==> src/adc_select_pkg.sv <==
package adc_select_pkg;

	// register offsets (byte addresses on the plain port)
	localparam logic [7:0] comparator_control_status_off  = 8'h30;
	localparam logic [7:0] converter_input_select_off     = 8'h7c;
	localparam logic [7:0] converter_control_status_b_off = 8'h7b;
	localparam logic [7:0] digital_input_disable_one_off  = 8'h7f;

	// field positions
	localparam int module_select_pos     = 5;
	localparam int channel_select_lsb    = 0;
	localparam int channel_select_width  = 3;
	localparam int input_code_width      = 4;

	// reset values
	localparam logic [7:0] input_select_reset  = 8'h00;
	localparam logic [7:0] control_b_reset     = 8'h00;

	// writable masks: comparator enable and trigger codes are not kept
	localparam logic [7:0] input_select_mask   = 8'hef;
	localparam logic [7:0] control_b_mask      = 8'h20;

	// special input codes
	localparam logic [3:0] code_temp_sensor    = 4'h8;
	localparam logic [3:0] code_bandgap        = 4'he;
	localparam logic [3:0] code_ground         = 4'hf;

	// result format and bandgap scaling
	localparam int result_width                = 10;
	localparam int bandgap_millivolt           = 1100;
	localparam int reference_millivolt         = 3300;
	localparam logic [9:0] result_full_scale   = 10'h3ff;
	localparam logic [9:0] result_zero         = 10'h000;

	// result source selection
	typedef enum logic [3:0] {
		src_idle    = 4'b0001,
		src_convert = 4'b0010,
		src_fixed   = 4'b0100,
		src_done    = 4'b1000
	} seq_state_t;

endpackage

==> src/dual_adc_channel_select.sv <==
`timescale 1ns/1ps
module dual_adc_channel_select
	import adc_select_pkg::*;
(
	input  wire logic       sys_clk,
	input  wire logic       rstn,
	input  wire logic [7:0] reg_addr,
	input  wire logic [7:0] reg_wdata,
	input  wire logic       reg_write,
	input  wire logic       reg_read,
	output logic      [7:0] reg_rdata,
	input  wire logic       conv_start,
	output logic            conv_busy,
	output logic            conv_done,
	output logic      [9:0] conv_result,
	output logic            adc1_start,
	output logic            adc2_start,
	output logic      [2:0] adc_channel,
	input  wire logic       adc1_done,
	input  wire logic [9:0] adc1_result,
	input  wire logic       adc2_done,
	input  wire logic [9:0] adc2_result
);

	////////////////////////////////////////////////////////////////////
	// register file

	logic [7:0] input_select;
	logic [7:0] control_b;
	logic [7:0] next_rdata;

	wire logic hit_input  = reg_addr == converter_input_select_off;
	wire logic hit_ctrl_b = reg_addr == converter_control_status_b_off;

	always_ff @(posedge sys_clk or negedge rstn) begin
		if (!rstn) begin
			input_select <= input_select_reset;
			control_b    <= control_b_reset;
		end else if (reg_write) begin
			if (hit_input)
				input_select <= reg_wdata & input_select_mask;
			if (hit_ctrl_b)
				control_b <= reg_wdata & control_b_mask;
		end
	end

	assign next_rdata = !reg_read ? 8'h00 :
		hit_input  ? input_select :
		hit_ctrl_b ? control_b : 8'h00;

	// read data stand one cycle only
	always_ff @(posedge sys_clk or negedge rstn) begin
		if (!rstn)
			reg_rdata <= 8'h00;
		else
			reg_rdata <= next_rdata;
	end

	////////////////////////////////////////////////////////////////////
	// decode

	wire logic       module_select_bit = control_b[module_select_pos];
	logic      [3:0] logical_input;
	logic            is_special;
	logic      [9:0] special_result;

	input_code_decoder u_decoder (
		.input_select      (input_select),
		.module_select_bit (module_select_bit),
		.logical_input     (logical_input),
		.is_special        (is_special),
		.special_result    (special_result)
	);

	////////////////////////////////////////////////////////////////////
	// conversion sequencer

	seq_state_t state;
	seq_state_t next_state;
	logic       active_module;
	logic [9:0] next_result;
	logic [9:0] held_special;

	// selection latched at start so a mid-conversion write cannot redirect
	wire logic take_start = conv_start && (state == src_idle);
	wire logic sel_done   = active_module ? adc2_done : adc1_done;
	wire logic [9:0] sel_result = active_module ? adc2_result : adc1_result;

	always_comb begin
		next_state = state;
		case (state)
			src_idle: begin
				if (conv_start)
					next_state = is_special ? src_fixed : src_convert;
			end
			src_convert: begin
				if (sel_done)
					next_state = src_done;
			end
			src_fixed:   next_state = src_done;
			src_done:    next_state = src_idle;
			default:     next_state = src_idle;
		endcase
	end

	// fixed result taken at start, so a write during the fixed cycle cannot alter it
	assign next_result = (state == src_fixed) ? held_special :
		(state == src_convert && sel_done) ? sel_result : conv_result;

	always_ff @(posedge sys_clk or negedge rstn) begin
		if (!rstn) begin
			state         <= src_idle;
			active_module <= 1'b0;
			adc_channel   <= 3'h0;
			conv_result   <= result_zero;
			held_special  <= result_zero;
		end else begin
			state       <= next_state;
			conv_result <= next_result;
			if (take_start) begin
				active_module <= logical_input[3];
				adc_channel   <= logical_input[2:0];
				held_special  <= special_result;
			end
		end
	end

	// start pulse steered to one module only
	assign adc1_start = take_start && !is_special && !logical_input[3];
	assign adc2_start = take_start && !is_special &&  logical_input[3];
	assign conv_busy  = state != src_idle;
	assign conv_done  = state == src_done;
endmodule // dual_adc_channel_select

==> src/input_code_decoder.sv <==
`timescale 1ns/1ps
module input_code_decoder
	import adc_select_pkg::*;
(
	input  wire logic [7:0] input_select,
	input  wire logic       module_select_bit,
	output logic      [3:0] logical_input,
	output logic            is_special,
	output logic      [9:0] special_result
);

	// code to fixed result; bandgap rounded to nearest lsb
	function automatic logic [9:0] bandgap_code();
		return 10'((bandgap_millivolt * 1023 + reference_millivolt / 2) / reference_millivolt);
	endfunction

	wire logic [2:0] channel_select_field;
	wire logic [3:0] mux_code;

	assign channel_select_field = input_select[channel_select_lsb +: channel_select_width];
	assign mux_code             = input_select[input_code_width-1:0];

	// module bit times eight plus channel field
	assign logical_input = {module_select_bit, channel_select_field};

	// special code decode
	// bandgap and ground skip the converter; temp code converts as normal
	assign is_special     = (mux_code == code_bandgap) || (mux_code == code_ground);
	assign special_result = (mux_code == code_bandgap) ? bandgap_code() : result_zero;

endmodule // input_code_decoder

==> config.mk <==
export PLATFORM = sky130hd
export DESIGN_NAME = dual_adc_channel_select
export DESIGN_NICKNAME = d
export VERILOG_FILES = /design/src/adc_select_pkg.sv /design/src/dual_adc_channel_select.sv /design/src/input_code_decoder.sv
export SDC_FILE = /design/constraint.sdc
export NUM_CORES = 1
export LEC_CHECK = 0
export BUFFER_PORTS_ARGS = -buffer_cell sky130_fd_sc_hd__buf_2
export CORE_ASPECT_RATIO = 0.7
export CORE_MARGIN = 2
export CORE_UTILIZATION = 42
export DETAILED_ROUTE_END_ITERATION = 10
export GPL_TIMING_DRIVEN = 0
export PLACE_DENSITY = 0.74
export SLEW_MARGIN = 20
export SYNTH_ARGS = -nofsm -noshare
export SYNTH_HDL_FRONTEND = slang
export SYNTH_SLANG_ARGS = --single-unit
export TNS_END_PERCENT = 20
==> constraint.sdc <==
create_clock -name sys_clk -period 1.7 [get_ports sys_clk]
set_input_delay 0.085 -clock sys_clk [delete_from_list [all_inputs] [get_ports sys_clk]]
set_output_delay 0.085 -clock sys_clk [all_outputs]
set_load 0.005 [all_outputs]
==> flow_metrics.env <==
export IMPL_worst_slack_ps=-19.9
export IMPL_fmax_mhz=581
export IMPL_required_ps=1900
export IMPL_crit_path_max_incr_delay_ps=560
export IMPL_ys_warn_count=0
export IMPL_drt_wl_total_mm=3.81
export IMPL_maxCapViolations=0
export IMPL_dpl_cell_count=240
export IMPL_nets=250
export IMPL_setup_violations=2
export IMPL_power_density_nw_per_um2=1130
export IMPL_grt_overflow=0
export IMPL_startpoint_type="flip-flop"
export IMPL_start_util_pct=44.1
export IMPL_syn_num_nets=168
export IMPL_drtIter0Drc=38
export IMPL_syn_area_um2=1560
export IMPL_reg2reg_slack_ps=-20
export IMPL_ir_drop_mv=0.512
export IMPL_layoutNonFillerInstCount=258
export IMPL_drcViolationCount=0
export IMPL_first_pass_iters=4
export IMPL_ios=68
export IMPL_skew_ps=6.84
export IMPL_tightest_slew_ps=740
export IMPL_critical_path_class="flip-flop to flip-flop"
export IMPL_hold_class="input pin to flip-flop"
export IMPL_reg2reg_depth=5
export IMPL_dieWidth_um=76.8
export IMPL_endpoint_kind="flip-flop"
export IMPL_rsz0062_at_grt="true"
export IMPL_syn_avg_cell_area_um2=12.5
export IMPL_wl_per_cell_um=14.7
export IMPL_path_max_fanout=6
export IMPL_diodes=0
export IMPL_cts_sinks=34
export IMPL_drive_gt1_share_pct=58.2
export IMPL_critPathSlowestCell="or4b_4"
export IMPL_syn_to_final_growth_pct=46.6
export IMPL_timing_rr_start="state[2]"
export IMPL_grt_max_degree=35
export IMPL_cts_tree="done"
export IMPL_violations="negative setup slack"
export IMPL_path_clk_slew_ps=70
export IMPL_syn_inst=125
export IMPL_ys_seq_area_share_pct=54.7
export IMPL_antenna_left=0
export IMPL_via_count=1295
export IMPL_cts_buffer_depth=2
export IMPL_hold_viol=0
export IMPL_status="finished with violations"
export IMPL_htreeDepth=2
export IMPL_period_needed_ps=1720
export IMPL_grt_pass1_wl_mm=5.49
export IMPL_antenna_found_initial=0
export IMPL_drv_slew=0
export IMPL_die_area_um2=4220
export IMPL_routabilityCongestion=0.808
export IMPL_numPortBuffers=65
export IMPL_coreArea_um2=3540
export IMPL_min_from="reg_read"
export IMPL_cts_root_buf="clkbuf_8"
export IMPL_numCtsBuffers=5
export IMPL_synth_seq_cells=34
export IMPL_r2r_end="state[0]"
export IMPL_totalPowerFinal_uw=2570
export IMPL_path_common_cell="buf_4"
export IMPL_fin_crit_sh_pct=101
export IMPL_arrival_ps=1920
export IMPL_max_slew_margin_rel_pct=50.7
export IMPL_min_to="reg_rdata[5]"
export IMPL_die_h_um=55.0
export IMPL_row_count=18
export IMPL_grt_usage_pct=17.0
export IMPL_synth_cell_types=31
export IMPL_path_cells="or4b_4 -> buf_12 -> buf_4 -> buf_4 -> and3_2"
export IMPL_min_path_cells=3
export IMPL_leakage_uw=0.00109
export IMPL_clk_latency_ps=280
export IMPL_first_global_vias=1222
export IMPL_via_per_inst=5.02
==> through the flow <==
stage          utilization, %  area, µm²  setup TNS (ps)  worst slack [ps]  hold WS (ps)
6_report                 64.6       2290           -24.3             -19.9          33.8
4_1_cts                  59.4       2100            -117             -43.4          33.6
2_1_floorplan               -       1560               0              55.9          -211
3_5_place_dp             55.1       1950           -1260              -159           190
5_1_grt                  64.6       2290            -293             -53.6          34.2
3_3_place_gp             55.1       1950           -1050             -91.2           170
==> state kept, by name, indices dropped and copies added, names as in the netlist <==
signal and count:
active_module 1, input_select 7, conv_result 10, held_special 1, control_b 1, reg_rdata 7
adc_channel 3, state 4
==> layer usage <==
metal	vias up	share of wire, %	global-route usage (%)
li1	628	-	-
met1	639	44	20.2
met2	23	52	31.3
met3	5	2.5	4.55
met4	0	0.95	5.15
met5	-	0	0
==> layout by cell type, fill, tap and decap left out, types with 2 or more instances in the layout <==
| cell type | n |
|---|---|
| buf_2 | 66 |
| dfrtp_1 | 30 |
| mux2_2 | 14 |
| buf_4 | 9 |
| and2_1 | 7 |
| nor3_1 | 6 |
| mux2i_1 | 5 |
| a311o_1 | 5 |
| a21oi_1 | 5 |
| nor2b_1 | 5 |
| a2111oi_4 | 5 |
| clkbuf_8 | 5 |
| clkbuf_1 | 4 |
| nor3_2 | 4 |
| nor4b_4 | 3 |
| nand2_1 | 3 |
| nor2_1 | 3 |
| nand3_1 | 3 |
| dfrtp_2 | 3 |
| inv_1 | 2 |
| and4b_1 | 2 |
| nor2_2 | 2 |
| buf_12 | 2 |
==> cells in the mapped netlist <==
master     instances  area [µm²]
and3_1             1        6.26
and4bb_2           1        12.5
a22oi_1            1        7.51
nand2_1            4        15.0
nor3_1            10        50.1
mux2i_4            1        22.5
dfstp_2            1        26.3
nor2_1             5        18.8
nor4b_1            3        26.3
a21oi_1            5        25.0
a311o_1            5        50.1
nand3_1            4        20.0
mux2_2            14         158
buf_4              1        7.51
dfrtp_1           33         826
buf_6              1        11.3
mux2i_1            5        50.1
and3_2             1        7.51
or4b_1             1        10.0
o21ai_0            1        5.00
buf_2              2        10.0
and2_1             7        43.8
nor4b_2            1        15.0
clkbuf_1           1        3.75
and4b_1            2        20.0
nor2b_1            5        31.3
inv_1              2        7.51
conb_1             1        3.75
or4b_4             1        13.8
a2111oi_1          4        40.0
a2111oi_2          1        15.0
==> worst max-delay path: cells and delay by family (launching register included) <==
kind | cells | cell delay, ps
AND/OR/NAND/NOR | 2 | 740
flip-flops | 1 | 450
buffers and inverters | 3 | 450
==> cells by family after synthesis <==
group                  count (synthesis)  synth area share, %
other                                  1                0.241
multiplexers                          20                 14.8
AND/OR/NAND/NOR                       46                 18.6
flip-flops                            34                 54.7
buffers and inverters                  7                 2.57
AO/OA/AOI/OAI                         17                 9.15
==> repair_timing <==
item | CTS | global route
resized for setup | 9 | 22
endpoints found under the hold margin | 33 | 0
pin swaps | 0 | 12
setup buffers | 1 | 8
setup endpoints to repair | 17 | 17
hold buffers | 1 | 0
==> how the worst max path moves through the flow <==
stage                           endpoint      from  slack (ps)  cells past startpoint
after global placement    adc_channel[2]  state[0]         -90                      3
after detailed placement  conv_result[3]  state[3]        -160                      4
after global routing            state[0]  state[2]         -50                      5
after floorplan           conv_result[3]  state[3]          60                      4
final                           state[0]  state[2]         -20                      5
after CTS                     adc1_start  state[0]         -40                      4
==> report_power, final <==
group	leakage, µW	total (µW)	internal, µW	switching [µW]
Clock	0.0000395	553	291	263
Combinational	0.000610	908	494	414
Sequential	0.000443	1110	984	126
==> final cells by class <==
type | instances | area [µm²]
Buffer | 5 | 43.8
Clock buffer | 8 | 80.1
Fill cell | 284 | 1250
Inverter | 2 | 7.51
Multi-Input combinational cell | 84 | 821
Sequential cell | 34 | 856
Tap cell | 50 | 62.6
Timing Repair Buffer | 75 | 415
(Power assumes the default switching activity.)
